`config.mk`:
```
export PLATFORM = sky130hd
export DESIGN_NAME = bmc_monitor_control
export DESIGN_NICKNAME = d
export VERILOG_FILES = /design/src/hw/bmc_pin_sync.v /design/src/hw/bmc_monitor_control.v
export VERILOG_INCLUDE_DIRS = /design/src /design/src/pkg
export SDC_FILE = /design/constraint.sdc
export NUM_CORES = 1
export LEC_CHECK = 0
export BUFFER_PORTS_ARGS = -buffer_cell sky130_fd_sc_hd__buf_2
export CAP_MARGIN = 20
export CORE_MARGIN = 5
export CORE_UTILIZATION = 44
export CTS_CLUSTER_SIZE = 28
export DETAILED_ROUTE_END_ITERATION = 12
export PLACE_DENSITY = 0.73
export SYNTH_ARGS = -nofsm -noshare
export SYNTH_HDL_FRONTEND = slang
export SYNTH_SLANG_ARGS = --single-unit
```
`constraint.sdc`:
```
create_clock -name hclk -period 2.91 [get_ports hclk]
set_clock_uncertainty 0.05 [all_clocks]
set_input_delay 0.4365 -clock hclk [delete_from_list [all_inputs] [get_ports hclk]]
set_output_delay 0.4365 -clock hclk [all_outputs]
set_load 0.05 [all_outputs]
```
`src/pkg/bmc_regs.vh`:
```
// Register offsets, field positions, reset values and timing counts of the monitor control block.
`ifndef BMC_REGS_VH
`define BMC_REGS_VH

// Register indices and their AHB byte addresses (index times four).
`define BMC_IDX_SELF_TEST        8'h0C
`define BMC_IDX_CFG_HIGH         8'h0D
`define BMC_IDX_CFG_LOW          8'h0E
`define BMC_IDX_STATUS           8'h20
`define BMC_ADDR_SELF_TEST       12'h030
`define BMC_ADDR_CFG_HIGH        12'h034
`define BMC_ADDR_CFG_LOW         12'h038
`define BMC_ADDR_STATUS          12'h080

// Field positions within the 16-bit configuration word.
`define BMC_F_INSEL_HI           15
`define BMC_F_INSEL_LO           14
`define BMC_F_RDSEL_HI           13
`define BMC_F_RDSEL_LO           12
`define BMC_F_TRIG_CS            11
`define BMC_F_AVG_HI             10
`define BMC_F_AVG_LO             9
`define BMC_F_SW_PD              8
`define BMC_F_SW_RST             7
`define BMC_F_ACQ_HI             6
`define BMC_F_ACQ_LO             5
`define BMC_F_RSVD               4
`define BMC_F_THERM              3
`define BMC_F_LOCK               2
`define BMC_F_INCR               1
`define BMC_F_CHAIN_RB           0

// Reset values of the two configuration bytes.
`define BMC_RST_CFG_HIGH         8'h00
`define BMC_RST_CFG_LOW          8'h03

// Acquisition times in nanoseconds and the system clock period.
`define BMC_CLK_PERIOD_NS        20
`define BMC_ACQ0_NS              400
`define BMC_ACQ1_NS              800
`define BMC_ACQ2_NS              1200
`define BMC_ACQ3_NS              1600
`define BMC_ACQ0_CYC             7'd20
`define BMC_ACQ1_CYC             7'd40
`define BMC_ACQ2_CYC             7'd60
`define BMC_ACQ3_CYC             7'd80

`endif

```
`src/hw/bmc_pin_sync.v`:
```
// Three-stage pin synchroniser with a filtered level and edge pulses.
`timescale 1ns/10ps
`default_nettype none

module bmc_pin_sync #(
    parameter RESET_LEVEL = 1'b1
) (
    input  wire hclk,         // System clock.
    input  wire hresetn,      // Asynchronous reset, active low.
    input  wire pin_in,       // Raw pin from outside the clock domain.
    output reg  level_reg,    // Filtered level.
    output reg  rise_reg,     // One-cycle pulse on an accepted rising change.
    output reg  fall_reg      // One-cycle pulse on an accepted falling change.
);

    reg s1_reg;
    reg s2_reg;
    reg s3_reg;

    // The first stage feeds only the second; a change counts once stages two and three agree.
    always @(posedge hclk or negedge hresetn)
    begin
        if (!hresetn)
        begin
            s1_reg    <= RESET_LEVEL;
            s2_reg    <= RESET_LEVEL;
            s3_reg    <= RESET_LEVEL;
            level_reg <= RESET_LEVEL;
            rise_reg  <= 1'b0;
            fall_reg  <= 1'b0;
        end
        else
        begin
            s1_reg   <= pin_in;
            s2_reg   <= s1_reg;
            s3_reg   <= s2_reg;
            rise_reg <= 1'b0;
            fall_reg <= 1'b0;
            if ((s2_reg == s3_reg) && (s3_reg != level_reg))
            begin
                level_reg <= s3_reg;
                rise_reg  <= s3_reg;
                fall_reg  <= ~s3_reg;
            end
        end
    end

endmodule // bmc_pin_sync

`default_nettype wire

```
`src/hw/bmc_monitor_control.v`:
```
// Configuration and self-test result registers of the battery monitor, behind an AHB-Lite slave.
`timescale 1ns/10ps
`default_nettype none
`include "bmc_regs.vh"

module bmc_monitor_control #(
    parameter ADDR_W = 5       // Width of the daisy-chain device address.
) (
    input  wire              hclk,                  // System clock, 50 MHz.
    input  wire              hresetn,               // Asynchronous reset, active low.
    input  wire              hsel,                  // AHB slave select.
    input  wire [31:0]       haddr,                 // AHB address.
    input  wire [1:0]        htrans,                // AHB transfer type.
    input  wire              hwrite,                // AHB write when high.
    input  wire [2:0]        hsize,                 // AHB transfer size.
    input  wire [31:0]       hwdata,                // AHB write data.
    input  wire              hready,                // AHB bus ready.
    output reg  [31:0]       hrdata,                // AHB read data.
    output wire              hreadyout,             // AHB slave ready.
    output wire              hresp,                 // AHB response, always OKAY.
    input  wire              conversion_start_pin_n, // Conversion start pin, active low.
    input  wire              power_down_pin_n,      // Power-down pin, active low.
    input  wire              chip_select_n,         // Serial chip select, active low.
    input  wire              self_test_valid,       // Pulse: new self-test result.
    input  wire [11:0]       self_test_data,        // Self-test conversion result.
    input  wire              cmd_addr_valid,        // Pulse: write command address seen.
    input  wire [ADDR_W-1:0] cmd_addr,              // Device address from the command.
    output reg               conv_start,            // Pulse: start a conversion.
    output reg  [1:0]        conv_input_sel,        // Inputs to convert.
    output reg  [1:0]        readback_sel,          // Results to read back.
    output reg  [1:0]        avg_sel,               // Averaging code.
    output reg  [6:0]        acq_cycles,            // Acquisition time in clock cycles.
    output reg               thermistor_termination_pin, // Termination resistor enable.
    output reg               powered_down,          // Device is powered down.
    output reg               soft_reset_active,     // Software reset held.
    output reg               chain_readback_en,     // Daisy-chain readback enabled.
    output reg  [ADDR_W-1:0] crc_addr,              // Address used for CRC.
    output reg               fwd_addr_valid,        // Pulse: forwarded address ready.
    output reg  [ADDR_W-1:0] fwd_addr               // Address passed up the chain.
);

    ////////////////////////////////////////////////////////////////////////////////
    // Declarations.

    localparam ST_IDLE  = 3'b001;
    localparam ST_WRITE = 3'b010;
    localparam ST_READ  = 3'b100;

    reg  [2:0]        state_reg;
    reg  [2:0]        state_next;
    reg  [11:0]       addr_reg;
    reg  [7:0]        cfg_high_reg;        // Bits 15:8 of the configuration word.
    reg  [7:0]        cfg_low_reg;         // Bits 7:0 of the configuration word.
    reg  [11:0]       self_test_reg;
    reg  [ADDR_W-1:0] locked_addr_reg;
    reg               pd_hw_reg;
    wire [15:0]       cfg_word;
    wire              conversion_start_pin_level;
    wire              conversion_start_pin_fall;
    wire              pd_level;
    wire              pd_fall;
    wire              pd_rise;
    wire              cs_level;
    wire              cs_rise;
    wire              addr_phase;
    wire              wr_high;
    wire              wr_low;
    wire              cs_launch;
    wire              pin_launch;
    wire              pd_any;

    // Byte address of a word register from its index.
    function [11:0] idx_to_addr;
        input [7:0] idx;
        begin
            idx_to_addr = {2'b00, idx, 2'b00};
        end
    endfunction

    // Acquisition time code to clock cycles.
    function [6:0] acq_decode;
        input [1:0] code;
        begin
            case (code)
                2'b00:   acq_decode = `BMC_ACQ0_CYC;
                2'b01:   acq_decode = `BMC_ACQ1_CYC;
                2'b10:   acq_decode = `BMC_ACQ2_CYC;
                default: acq_decode = `BMC_ACQ3_CYC;
            endcase
        end
    endfunction

    assign cfg_word = {cfg_high_reg, cfg_low_reg};

    ////////////////////////////////////////////////////////////////////////////////
    // Pin synchronisers.

    bmc_pin_sync #(.RESET_LEVEL(1'b1)) u_conversion_start_pin_sync (
        .hclk      (hclk),
        .hresetn   (hresetn),
        .pin_in    (conversion_start_pin_n),
        .level_reg (conversion_start_pin_level),
        .rise_reg  (),
        .fall_reg  (conversion_start_pin_fall)
    );

    bmc_pin_sync #(.RESET_LEVEL(1'b1)) u_pd_sync (
        .hclk      (hclk),
        .hresetn   (hresetn),
        .pin_in    (power_down_pin_n),
        .level_reg (pd_level),
        .rise_reg  (pd_rise),
        .fall_reg  (pd_fall)
    );

    bmc_pin_sync #(.RESET_LEVEL(1'b1)) u_cs_sync (
        .hclk      (hclk),
        .hresetn   (hresetn),
        .pin_in    (chip_select_n),
        .level_reg (cs_level),
        .rise_reg  (cs_rise),
        .fall_reg  ()
    );

    ////////////////////////////////////////////////////////////////////////////////
    // AHB-Lite slave: writes take no wait state, reads take one so hrdata comes from a flop.

    assign addr_phase = hsel & hready & htrans[1];
    assign hresp      = 1'b0;
    assign hreadyout  = (state_reg != ST_READ);
    assign wr_high    = (state_reg == ST_WRITE) && (addr_reg == idx_to_addr(`BMC_IDX_CFG_HIGH));
    assign wr_low     = (state_reg == ST_WRITE) && (addr_reg == idx_to_addr(`BMC_IDX_CFG_LOW));

    // Next state of the transfer tracker.
    always @*
    begin
        state_next = ST_IDLE;
        case (state_reg)
            ST_IDLE, ST_WRITE:
            begin
                if (addr_phase)
                    state_next = hwrite ? ST_WRITE : ST_READ;
            end
            ST_READ:
            begin
                state_next = ST_IDLE;
            end
            default:
            begin
                state_next = ST_IDLE;
            end
        endcase
    end

    // Transfer state, captured address and registered read data.
    always @(posedge hclk or negedge hresetn)
    begin
        if (!hresetn)
        begin
            state_reg <= ST_IDLE;
            addr_reg  <= 12'h000;
            hrdata    <= 32'h0000_0000;
        end
        else
        begin
            state_reg <= state_next;
            if (addr_phase)
                addr_reg <= haddr[11:0];
            if (state_reg == ST_READ)
            begin
                // Unmapped addresses read as zero; narrow registers sit in the low bits.
                case (addr_reg)
                    `BMC_ADDR_SELF_TEST: hrdata <= {20'h0_0000, self_test_reg};
                    `BMC_ADDR_CFG_HIGH:  hrdata <= {24'h00_0000, cfg_high_reg};
                    `BMC_ADDR_CFG_LOW:   hrdata <= {24'h00_0000, cfg_low_reg};
                    `BMC_ADDR_STATUS:    hrdata <= {{(27 - ADDR_W){1'b0}}, locked_addr_reg,
                                                    pd_hw_reg, ~pd_level, ~cs_level, ~conversion_start_pin_level,
                                                    powered_down};
                    default:             hrdata <= 32'h0000_0000;
                endcase
            end
        end
    end

    ////////////////////////////////////////////////////////////////////////////////
    // Conversion start sources.

    assign cs_launch  = cfg_high_reg[`BMC_F_TRIG_CS - 8] & cs_rise;
    assign pin_launch = ~cfg_high_reg[`BMC_F_TRIG_CS - 8] & conversion_start_pin_fall;
    assign pd_any     = cfg_high_reg[`BMC_F_SW_PD - 8] | pd_hw_reg;

    ////////////////////////////////////////////////////////////////////////////////
    // Configuration high byte; a held software reset forces it to its default.

    always @(posedge hclk or negedge hresetn)
    begin
        if (!hresetn)
        begin
            cfg_high_reg <= `BMC_RST_CFG_HIGH;
        end
        else if (cfg_low_reg[`BMC_F_SW_RST])
        begin
            cfg_high_reg <= `BMC_RST_CFG_HIGH;
        end
        else if (wr_high)
        begin
            // A software write landing with a chip-select launch wins, so the new trigger setting holds.
            cfg_high_reg <= hwdata[7:0];
        end
        else if (cs_launch && !pd_any)
        begin
            cfg_high_reg[`BMC_F_TRIG_CS - 8] <= 1'b0;
        end
    end

    // Configuration low byte; untouched by software reset so the host can release it.
    always @(posedge hclk or negedge hresetn)
    begin
        if (!hresetn)
            cfg_low_reg <= `BMC_RST_CFG_LOW;
        else if (wr_low)
            cfg_low_reg <= hwdata[7:0];
    end

    ////////////////////////////////////////////////////////////////////////////////
    // Self-test result capture.

    always @(posedge hclk or negedge hresetn)
    begin
        if (!hresetn)
            self_test_reg <= 12'h000;
        else if (self_test_valid)
            self_test_reg <= self_test_data;
    end

    ////////////////////////////////////////////////////////////////////////////////
    // Hardware power-down: a falling pin edge enters, a rising edge leaves; software power-down clears it and masks both edges.

    always @(posedge hclk or negedge hresetn)
    begin
        if (!hresetn)
            pd_hw_reg <= 1'b0;
        else if (cfg_high_reg[`BMC_F_SW_PD - 8])
            pd_hw_reg <= 1'b0;
        else if (pd_fall)
            pd_hw_reg <= 1'b1;
        else if (pd_rise)
            pd_hw_reg <= 1'b0;
    end

    ////////////////////////////////////////////////////////////////////////////////
    // Registered configuration outputs and the conversion start pulse.

    always @(posedge hclk or negedge hresetn)
    begin
        if (!hresetn)
        begin
            conv_start                 <= 1'b0;
            conv_input_sel             <= 2'b00;
            readback_sel               <= 2'b00;
            avg_sel                    <= 2'b00;
            acq_cycles                 <= acq_decode(2'b00);
            thermistor_termination_pin <= 1'b0;
            powered_down               <= 1'b0;
            soft_reset_active          <= 1'b0;
            chain_readback_en          <= 1'b1;
        end
        else
        begin
            // Starts are dropped while powered down or held in reset, since nothing could convert.
            conv_start                 <= (cs_launch | pin_launch) & ~pd_any
                                          & ~cfg_low_reg[`BMC_F_SW_RST];
            conv_input_sel             <= cfg_word[`BMC_F_INSEL_HI:`BMC_F_INSEL_LO];
            readback_sel               <= cfg_word[`BMC_F_RDSEL_HI:`BMC_F_RDSEL_LO];
            avg_sel                    <= cfg_word[`BMC_F_AVG_HI:`BMC_F_AVG_LO];
            acq_cycles                 <= acq_decode(cfg_word[`BMC_F_ACQ_HI:`BMC_F_ACQ_LO]);
            thermistor_termination_pin <= cfg_word[`BMC_F_THERM];
            powered_down               <= pd_any;
            soft_reset_active          <= cfg_word[`BMC_F_SW_RST];
            chain_readback_en          <= cfg_word[`BMC_F_CHAIN_RB];
        end
    end

    ////////////////////////////////////////////////////////////////////////////////
    // Device address locking, CRC address and forwarding up the chain.

    always @(posedge hclk or negedge hresetn)
    begin
        if (!hresetn)
        begin
            locked_addr_reg <= {ADDR_W{1'b0}};
            crc_addr        <= {ADDR_W{1'b0}};
            fwd_addr_valid  <= 1'b0;
            fwd_addr        <= {ADDR_W{1'b0}};
        end
        else
        begin
            if (cmd_addr_valid && cfg_word[`BMC_F_LOCK])
                locked_addr_reg <= cmd_addr;
            // Unlocked parts compute CRC with address zero.
            crc_addr       <= cfg_word[`BMC_F_LOCK] ? locked_addr_reg : {ADDR_W{1'b0}};
            fwd_addr_valid <= cmd_addr_valid;
            if (cmd_addr_valid)
            begin
                // The increment wraps at the top of the address range.
                fwd_addr <= cfg_word[`BMC_F_INCR] ? cmd_addr + {{(ADDR_W - 1){1'b0}}, 1'b1}
                                                  : cmd_addr;
            end
        end
    end

endmodule // bmc_monitor_control

`default_nettype wire

```
### Yosys cells after proc, flatten, opt, wreduce, memory -nomap -nowiden

Index checks and enable logic that the tools add are counted.
W data, S select, Z words.

| cells by class | value |
|---|---|
| add/sub/neg operators | 1 |
| equal/unequal tests | 16 |
| multiplexer cells | 19 |
| bitwise logic cells | 16 |
| reductions and logical operators | 13 |

Operators with widths:

| kind | number |
|---|---|
| $pmux W12 S4 | 1 |
| $eq A12 B6 Y1 const B | 3 |
| $pmux W7 S3 | 1 |
| $eq A12 B8 Y1 const B | 1 |
| $mux W3 | 4 |
| $mux W5 | 2 |
| $mux W1 | 9 |
| $mux W8 | 1 |
| $not A1 Y1 | 8 |
| $logic_and A1 B1 Y1 | 7 |
| $and A1 B1 Y1 | 6 |
| $reduce_bool A3 Y1 | 2 |
| $add A5 B1 Y5 const B | 1 |
| $mux W4 | 1 |
| $eq A1 B1 Y1 | 3 |
| $eq A3 B1 Y1 const B | 1 |
| $eq A3 B2 Y1 const B | 1 |
| $eq A3 B3 Y1 const B | 1 |
| $ne A1 B1 Y1 | 3 |
| $ne A3 B3 Y1 const B | 1 |
| $eq A2 B1 Y1 const B | 1 |
| $eq A2 B2 Y1 const B | 1 |
| $logic_not A2 Y1 | 1 |
| $or A1 B1 Y1 | 2 |
| other kinds (3) | 3 |

| storage, ports and cells | value |
|---|---|
| register bits | 126 |
| input port bits | 96 |
| output and inout port bits | 63 |

### Logic depth before layout (Yosys ltp)

Gate-level depths: netlist (run 1).

| depth | value |
|---|---|
| word-level depth | 6 |
| mapped depth | 5 |
| mapped depth without buffers | 4 |

### Hierarchy

From an unflattened synthesis (run 1), not the netlist that was laid out.

| unflattened totals | value |
|---|---|
| cell total of the unflattened synthesis | 305 |
| area total of the unflattened synthesis | 4,272.8 um^2 |

Modules (own cells, without submodules):

| module | times used | cells an instance | area each (um^2) |
|---|---|---|---|
| bmc_monitor_control | 1 | 278 | 3,721.1 |
| bmc_pin_sync | 3 | 9 | 183.9 |

### Worst setup path after synthesis (run 1)

OpenSTA, ideal clock, no wires.

| timing | value |
|---|---|
| path kind | register -> output |
| start point | register state_reg[0] |
| end point | output port hreadyout |
| arrival time | 1.358 ns |
| path slack | 1.066 ns |
| cell stages (with the launch flop) | 4 |
| path through | dfstp_2 -> nor2_1 -> nand2_1 -> clkbuf_1 |

| between the ends | value |
|---|---|
| cells in the longest elaborated chain, start to end | 1 |

Ends and longest elaborated chain:

| item | line | RTL |
|---|---|---|
| start: declaration | bmc_monitor_control.v:49 | `reg [2:0] state_reg;` |
| start signal: assignment | bmc_monitor_control.v:166 | `state_reg <= state_next;` |
| $ne A3 B3 Y1 | bmc_monitor_control.v:130 | `assign hreadyout = (state_reg != ST_READ);` |
| end: declaration | bmc_monitor_control.v:19 | `output wire hreadyout,` |

Every way passes these cells.

### Worst setup path in the final report (run 1)

| timing | value |
|---|---|
| start point | register addr_reg[1] |
| end point | register hrdata[4] |

| between the ends | value |
|---|---|
| cells in the longest elaborated chain, start to end | 2 |

Ends and longest elaborated chain:

| item | line | RTL |
|---|---|---|
| start: declaration | bmc_monitor_control.v:51 | `reg [11:0] addr_reg;` |
| start signal: assignment | bmc_monitor_control.v:168 | `addr_reg <= haddr[11:0];` |
| $eq A12 B8 Y1 or $eq A12 B6 Y1 (tied branches) | bmc_monitor_control.v:172 | `case (addr_reg)` |
| $pmux W12 S4 (*) | bmc_monitor_control.v:172 |  |
| end signal: assignment | bmc_monitor_control.v:173 | `` `BMC_ADDR_SELF_TEST: hrdata <= {20'h0_0000, self_test_reg}; `` |
| end signal: assignment | bmc_monitor_control.v:174 | `` `BMC_ADDR_CFG_HIGH: hrdata <= {24'h00_0000, cfg_high_reg}; `` |
| end signal: assignment | bmc_monitor_control.v:175 | `` `BMC_ADDR_CFG_LOW: hrdata <= {24'h00_0000, cfg_low_reg}; `` |
| end: declaration | bmc_monitor_control.v:18 | `output reg [31:0] hrdata,` |

Every way passes the cells marked *; elsewhere a longest branch is shown, timed or not.
A chain may end at the register's enable or synchronous reset.

==> metrics, run 1 <==
CP arrival approximately 2.5 ns; post-synth top area share between 50 and 60%; Antenna diodes 0; cts repair resizes 0; Lkg Pwr between 2 and 2.5 nW; Starting DRT DRC Count between 60 and 70; Power Total 0.00296 W; routed length per placed instance about 16 µm; Placed Area approximately 4800 µm²; 1st-pass router iterations 4; maximum clock path buffer count 2; Post-synth EDFFs 0; nets a little over 500; largest family of logic cells by synthesized area multiplexers; Fin. Hold Viols 0; synth top area cells dfrtp_1, dfstp_2, mux2_1; clk slew on worst S/H paths ~0.10 ns; via count about 2600; Critical Path Sink Type flop; Ys Warns 0; CP max FO 11; post-place setup slack ~0.67 ns; Syn Area/Cell about 13 µm²; Clock Latency Late Sink between 0.3 and 0.4 ns; maximum vdd drop between 0.3 and 0.4 mV; global route total overflow 0; TritonCTS buffer count 9; post-layout min period roughly 2.3 ns; sequential share of power a little under three fifths; I/O pin cnt 159; CTS tree built; clock power share roughly 30%; Final Setup Violations 0; Die Width 108 µm; Clock Sinks roughly 100; cell-internal power roughly 0.0021 W; Post-Synth Adder-Cell Area between 1.5 and 2%; Mapped Area roughly 4200 µm²; # DRC 0; first-pass GRT wire length between 10000 and 15000 µm; I/O Buffers 87; hpwl dp around 6300 µm; outcome finished, final reports clean; RSZ-0062 raised after global routing false; total negative setup slack 0 ns; Core ar. between 9000 and 10000 µm²; Syn-to-layout area delta 17.2%; fmax roughly 440 MHz; CTS Root Cell clkbuf_8; Simple-Gate Fraction of Synth Area 9.52%; Compound-Gate Fraction of Synth Area ~6.5%; layout cells sized above 1 between 30% and 40%; routed vias/inst roughly 4.8; Pins Over Slew Limit 0; Die Area between 10000 and 15000 µm²; top post-synthesis cells by count dfrtp_1, mux2_1, buf_4; number of antenna violations at the first check in global routing 0; Fin Hold WS between 0.1 and 0.15 ns; # Post-CTS Setup Buffers 0; number of core rows 35; Post-Route WL between 8000 and 9000 µm; final worst slack 0.652 ns; worst min-delay path class input pin to flop; Seq/Total Area, Yosys about three fifths; top-count cell post-synth dfrtp_1; Async S/R FF share, synth 100%; switching power about 0.00086 W; Comb power frac between 10% and 20%; Primary FF master, synth dfrtp_1; Finished Cell Area 4980 µm²; gr usage total around 16%; PwrDens around 590 nW/µm²; Die Ht 108 µm; Tcrit/Tclk final roughly 78%; cell taking the most area after synthesis dfrtp_1; critical path launch point type flop; sw frac between 20 and 30%; Post-DRT Antenna Nets 0; Unique masters post-synth 41; Post-Synth XOR/XNOR Area ~1.0%; vias in the first global route about 2700; gpl congestion 0.835; Max-Cap Viols 0; H-tree depth 3; relative slew slack a little over half; flops & latches, synth approximately 100; pin count of the biggest net entering global routing 49; Initial Util 45.5%; Least-Margin Pin Slew a little under 0.7 ns; Crit Path Class flop to flop; Critical Path RT ~3.1 ns; multiplexer share of the synthesized area approximately 14%; Post-Syn Instances 323
==> per-layer routing <==
metal  GRT usage, %  vias to the layer above  share of wire (%)
li1               -                     1258                  -
met5              0                        -                  0
met1           21.2                     1290                 45
met2           24.8                       81                 46
met4           6.85                        0                1.9
met3           3.70                       13                6.8
==> power by group through the flow <==
stage	clock network (W)	logic, W	registers (W)
after floorplan	0	0.000266	0.00173
after global placement	0	0.000455	0.00166
after detailed placement	0	0.000464	0.00166
after CTS	0.000891	0.000466	0.00164
after global routing	0.000958	0.000499	0.00165
final	0.000863	0.000460	0.00163
==> critical path, stage by stage, from the launching register on <==
cell,delay [ns]
dfrtp_1,0.45
or3_1,0.62
nor4_4,0.70
a22oi_1,0.19
o21ai_1,0.16
==> kinds of logic (layout without fill, tap and decap cells) <==
| group | Yosys count | in the layout |
|---|---|---|
| compound gates | 41 | 41 |
| xor+xnor | 5 | 5 |
| fa+ha+maj | 6 | 6 |
| buf+inv | 42 | 120 |
| flops | 103 | 103 |
| mux | 55 | 55 |
| other cells | 1 | 23 |
| simple gates | 70 | 70 |
==> metrics by stage <==
| step | instances | utilization, % |
|---|---|---|
| 2_1_floorplan | 345 | - |
| 3_3_place_gp | 535 | 51.2 |
| 3_5_place_dp | 535 | 51.2 |
| 4_1_cts | 552 | 53.3 |
| 5_1_grt | 552 | 53.3 |
| 6_report | 552 | 53.3 |
==> final timing paths <==
| check | startpoint | endpoint | slack (ns) | cells after the start |
|---|---|---|---|---|
| hold / removal | conversion_start_pin_n | u_conversion_start_pin_sync.s1_reg | 0.12 | 1 |
| setup / recovery | addr_reg[1] | hrdata[4] | 0.65 | 4 |
| hold reg to reg | u_cs_sync.s1_reg | u_cs_sync.s2_reg | 0.31 | 0 |
| min in group asynchronous | hresetn | fwd_addr_valid | 0.49 | 2 |
| max in group asynchronous | hresetn | u_conversion_start_pin_sync.s2_reg | 1.60 | 3 |
| setup reg to reg | addr_reg[1] | hrdata[4] | 0.65 | 4 |
==> layout make-up <==
class	instances	area [µm²]
Clock inverter	6	61.3
Inverter	9	33.8
Fill cell	798	4350
Clock buffer	10	128
Timing Repair Buffer	95	513
Sequential cell	103	2600
Multi-Input combinational cell	200	1480
Tap cell	129	161
==> layout by cell type, fill, tap and decap left out, drive strengths merged, types with 3 or more instances in the layout <==
cell type  count
conb          23
clkinv         3
mux2i         18
clkbuf        10
nand3          4
ha             5
nand4          3
a22oi          8
nor4b          4
nor2          22
xor2           3
o21ai         14
dfstp         18
o2bb2ai        8
inv           10
nand2         19
and2           5
dfrtp         85
nor3           4
a21oi          7
mux2          37
buf           94
==> what timing repair did <==
action                                  4_1_cts  5_1_grt
endpoints found under the hold margin        29        0
hold buffers                                  1        0
endpoints found under the setup margin        0        0
(Power assumes the default switching activity.)
==> run 2, diff against run 1 <==
Settings changed: ABC_AREA from default to 1, PLACE_DENSITY 0.73 to 0.75.
Clock period 2.91 ns to 1.8 ns, I/O delays scaled along.
==> metrics, run 2 <==
outcome finished, final reports clean; CP max FO 3; cell-internal power roughly 0.0033 W; non-filler cells, final roughly 660; fmax just under 600 MHz; I/O pin cnt about 160; sw frac roughly 28%; Unique masters post-synth 30; Post-DRT Antenna Nets 0; TritonCTS buffer count 9; post-layout min period between 1.5 and 2 ns; Mapped Area ~4300 µm²; layout cells sized above 1 30.0%; global route total overflow 0; top post-synthesis cells by count nand2_1, dfrtp_1, nand3_1; Clock Sinks slightly above 100; Tcrit/Tclk final about 93%; most frequent cells in the layout nand2_1, dfrtp_1, buf_2; crit-path cells nor2_1, inv_1, nor2_1, inv_2, buf_6; gpl congestion 0.840; I/O Buffers 87; flops & latches, synth just over 100; Pins Over Slew Limit 0; Die Width 109 µm; Clock Latency Late Sink 0.37 ns; Post-Syn Instances 424; clock power share roughly a third; Syn Area/Cell 10.1 µm²; PwrDens between 900 and 1000 nW/µm²; nets 622; slowest stage delay, CP 0.55 ns; Async S/R FF share, synth 100%; RSZ-0062 raised after global routing false; clk slew on worst S/H paths ~0.090 ns; Seq. cell area ~2600 µm²; vias in the first global route 3079; number of core rows 36; top-count cell post-synth nand2_1; Power Total 0.00462 W; Core ar. a little under 10000 µm²; Comb power frac about an eighth; number of antenna violations at the first check in global routing 0; Syn-to-layout area delta 18.7%; routed vias/inst about 4.6; Lkg Pwr around 2.7 nW; H-tree depth 3; worst min-delay path class input pin to flop; DP Cell Count roughly 640; routed length per placed instance between 10 and 15 µm; Primary FF master, synth dfrtp_1; area of the multi-input gates ~1400 µm²; Seq/Total Area, Yosys 60.6%; maximum clock path buffer count 2; synth top area cells dfrtp_1, dfstp_2, nand2_1; slowest CP cell dfstp_2; hpwl dp about 6600 µm; leading cell type in the layout, fill and taps excluded nand2_1; Crit Path Class flop to output pin; post-synth top area share 49.6%; cell taking the most area after synthesis dfrtp_1; Antenna diodes 0; Initial Util around 45%; fill cell total of the finished layout roughly 900; Post-synth EDFFs 0; gr usage total between 10% and 20%; maximum vdd drop 0.371 mV; Die Ht 109 µm; Crit path top cell by count nor2_1; Final Setup Violations 0; Starting DRT DRC Count approximately 170; Post-Route WL approximately 9000 µm; first-pass GRT wire length ~15000 µm; CP arrival 1.36 ns; Critical Path RT about 1.5 ns; switching power 0.00131 W; critical path launch point type flop; Ys Warns 0; 1st-pass router iterations 4; via count 3053; Die Area 11800 µm²; Max-Cap Viols 0; sequential share of power approximately 55%; # DRC 0; CTS Root Cell clkbuf_8; CTS tree built; Fin. Hold Viols 0; total negative setup slack 0 ns; Critical Path Sink Type output pin; pin count of the biggest net entering global routing between 50 and 60
[run 2: cell types whose count changed in the layout (fill, tap and decap cells not counted), moves of 5 or more]
cell	delta
mux2_1	-34
nand3_1	+35
nand2_1	+71
and2_1	-5
mux2i_1	-17
o2bb2ai_1	-8
inv_1	+27
a22oi_1	-8
mux2_2	+16
o21ai_0	+21
dlygate4sd3_1	+5
[run 2: cell families (layout without fill, tap and decap cells)]
logic type | after synthesis | after routing | synth area share (%)
buffers and inverters | 77 | 157 | 9.36
adder cells (fa/ha/maj) | 5 | 5 | 1.46
flip-flops | 103 | 103 | 60.6
other | 1 | 23 | 0.0874
AND/OR/NAND/NOR | 163 | 163 | 16.2
AO/OA/AOI/OAI | 53 | 53 | 6.65
XOR/XNOR | 2 | 2 | 0.408
multiplexers | 20 | 20 | 5.22
[run 2: timing repair]
action                                  CTS  global route
endpoints found under the setup margin    1             2
setup buffers                             0             0
pin swaps                                 0             1
resized for setup                         2             1
hold endpoints to repair                 60             0
hold buffers                              6             0
[run 2: worst paths after layout]
check	to	slack, ns	cells after the start	from
max in group asynchronous	hrdata[7]	0.81	3	hresetn
worst min register to register	u_conversion_start_pin_sync.s2_reg	0.31	0	u_conversion_start_pin_sync.s1_reg
worst min-delay path	self_test_reg[10]	0.08	3	self_test_data[10]
worst max register to register	hrdata[0]	0.19	7	addr_reg[3]
min in group asynchronous	u_pd_sync.fall_reg	0.22	2	hresetn
worst max-delay path	hreadyout	0.12	5	state_reg[0]
[run 2: layout make-up]
type	count	area share [%]
sequential	103	51.1
multi-input combinational	266	27.0
timing repair buffer	101	11.8
tap	133	3.27
inverter	40	2.95
clock buffer	9	2.43
clock inverter	7	1.52
[run 2: routing by layer]
metal / vias up / track usage (%) / part of all wire, % / wire (µm)
li1: 1504 / - / - / -
met1: 1460 / 20.5 / 42 / 3780
met2: 79 / 26.1 / 51 / 4550
met3: 10 / 4.38 / 5.9 / 530
met4: 0 / 5.50 / 1.2 / 110
met5: - / 0 / 0 / 0
[run 2: critical path, delay by kind of cell (launching register included)]
family	cells	cell delay, ns
buffers and inverters	3	0.36
AND/OR/NAND/NOR	2	0.09
flip-flops	1	0.55
[run 2: power groups by stage]
stage                     Sequential (W)  Clock (W)  Combinational, W
after detailed placement         0.00260          0          0.000594
final                            0.00255    0.00147          0.000597
after global placement           0.00259          0          0.000580
after CTS                        0.00255    0.00151          0.000606
after global routing             0.00257    0.00161          0.000656
after floorplan                  0.00268          0          0.000341
[run 2: stage by stage]
step | util [%] | hold WS (ns) | worst slack, ns | cell area, µm²
CTS | 52.8 | 0.0508 | 0.00757 | 5090
detailed placement | 50.1 | 0.0786 | 0.157 | 4820
finish | 52.8 | 0.0759 | 0.121 | 5090
floorplan | - | -0.0756 | 0.0278 | 4370
global route | 52.8 | 0.0542 | 0.0104 | 5090
global placement | 50.1 | 0.0767 | 0.184 | 4820
==> run 3, diff against run 2 <==
Settings changed: ABC_AREA 1 to default, PLACE_DENSITY 0.75 to 0.73.
Clock period 1.8 ns to 1.97 ns, I/O delays scaled along.
==> metrics, run 3 (synthesized netlist as in run 1, its figures left out) <==
Die Ht between 100 and 150 µm; Starting DRT DRC Count between 90 and 100; leading cell type in the layout, fill and taps excluded buf_2; RSZ-0062 raised after global routing true; critical path launch point type flop; Die Width about 110 µm; CP max FO 8; crit path to cfg_low_reg[5]; I/O Buffers slightly below 90; Clock Latency Late Sink 0.36 ns; global route total overflow 0; Crit Path Class flop to flop; Fin. Hold Viols 0; post-layout min period 1.91 ns; H-tree depth 3; reg2reg path depth 4; Finished Cell Area about 5000 µm²; R2R Path Start addr_reg[9]; I/O pin cnt around 160; hpwl dp about 6400 µm; worst min-delay path class input pin to flop; Final Setup Violations 0; clk slew on worst S/H paths roughly 0.1 ns; Clock Sinks about 100; via count roughly 2700; total negative setup slack 0 ns; number of core rows 35; Crit. Startpoint addr_reg[9]; Placed Area approximately 4800 µm²; r2r endpoint cfg_low_reg[5]; routed vias/inst around 5; hold depth 2; Post-DRT Antenna Nets 0; Initial Util between 40% and 50%; non-filler cells, final roughly 560; Critical Path RT 2.17 ns; first-pass GRT wire length 13800 µm; # DRC 0; pin count of the biggest net entering global routing 55; Die Area around 12000 µm²; outcome finished, final reports clean; number of antenna violations at the first check in global routing 0; CP arrival 2.11 ns; Max-Cap Viols 0; routed length per placed instance approximately 15 µm; maximum clock path buffer count 2; Critical Path Sink Type flop; Core ar. roughly 9300 µm²; PwrDens 883 nW/µm²; 1st-pass router iterations 4; # Post-CTS Setup Buffers 0; fill cell total of the finished layout 790; Pins Over Slew Limit 0; layout cells sized above 1 33.1%; vias in the first global route 2663; Lkg Pwr approximately 2.4 nW; Tcrit/Tclk final a little over nine tenths; most frequent cells in the layout buf_2, dfrtp_1, mux2_1; CTS tree built; gpl congestion 0.830; CTS Root Cell clkbuf_8; DP Cell Count 538; TritonCTS buffer count 9; nets 525; flop2flop setup slack approximately 0.062 ns; maximum vdd drop just under 0.5 mV; gr usage total between 15 and 20%; Post-Route WL approximately 8600 µm; Antenna diodes 0; Syn-to-layout area delta 19.3%; fmax 524 MHz
[run 3: changes by cell type in the layout (fill, tap and decap cells not counted), moves of 16 or more]
cell | before | now
mux2i_1 | 1 | 18
mux2_2 | 19 | 3
inv_1 | 36 | 9
nand3_1 | 38 | 3
nand2_1 | 90 | 19
o21ai_0 | 23 | 2
mux2_1 | 0 | 34
[run 3: how the worst min path moves through the flow]
stage	endpoint	slack [ns]	start
6_report	state_reg[2]	0.05	hwrite
4_1_cts	state_reg[2]	0.04	hwrite
2_1_floorplan	acq_cycles[5]	-0.05	hresetn
3_5_place_dp	readback_sel[1]	0.18	hresetn
3_3_place_gp	readback_sel[1]	0.18	hresetn
5_1_grt	state_reg[2]	0.05	hwrite
[run 3: layer usage]
layer	share of wire (%)	vias up	track usage, %
li1	-	1279	-
met1	43	1339	20.1
met2	47	96	24.7
met3	8.9	6	4.96
met4	0.87	0	4.24
met5	0	-	0
[run 3: where the power goes]
| group | internal, W | switching [W] |
|---|---|---|
| clock | 0.000614 | 0.000750 |
| combinational | 0.000227 | 0.000466 |
| sequential | 0.00229 | 0.000125 |
[run 3: through the flow]
stage	hold slack [ns]	power (W)	util, %	worst slack, ns
after floorplan	-0.0501	0.00294	-	0.162
after global placement	0.176	0.00312	51.5	0.101
after detailed placement	0.178	0.00314	51.5	0.0564
after CTS	0.0441	0.00452	54.2	0.0489
after global routing	0.0501	0.00468	54.3	-0.0112
final	0.0548	0.00447	54.3	0.0623
[run 3: area by class of cell]
class | count | area, µm² | share of cell area (%)
Sequential cell | 103 | 2600 | 51.3
Inverter | 9 | 33.8 | 0.667
Multi-Input combinational cell | 200 | 1490 | 29.4
Tap cell | 129 | 161 | 3.19
Clock inverter | 7 | 90.1 | 1.78
Clock buffer | 9 | 124 | 2.45
Timing Repair Buffer | 101 | 566 | 11.2
[run 3: worst max-delay path, cell delays in order, from the launching register on]
cell	delay, ns
dfrtp_1	0.41
or4_4	0.59
nor3_4	0.20
nand3_4	0.19
mux2_1	0.36
[run 3: timing repair]
action                                  4_1_cts  5_1_grt
hold buffers                                  4        0
gates resized for setup                       0        1
endpoints found under the setup margin        0       14
hold endpoints to repair                     25        0
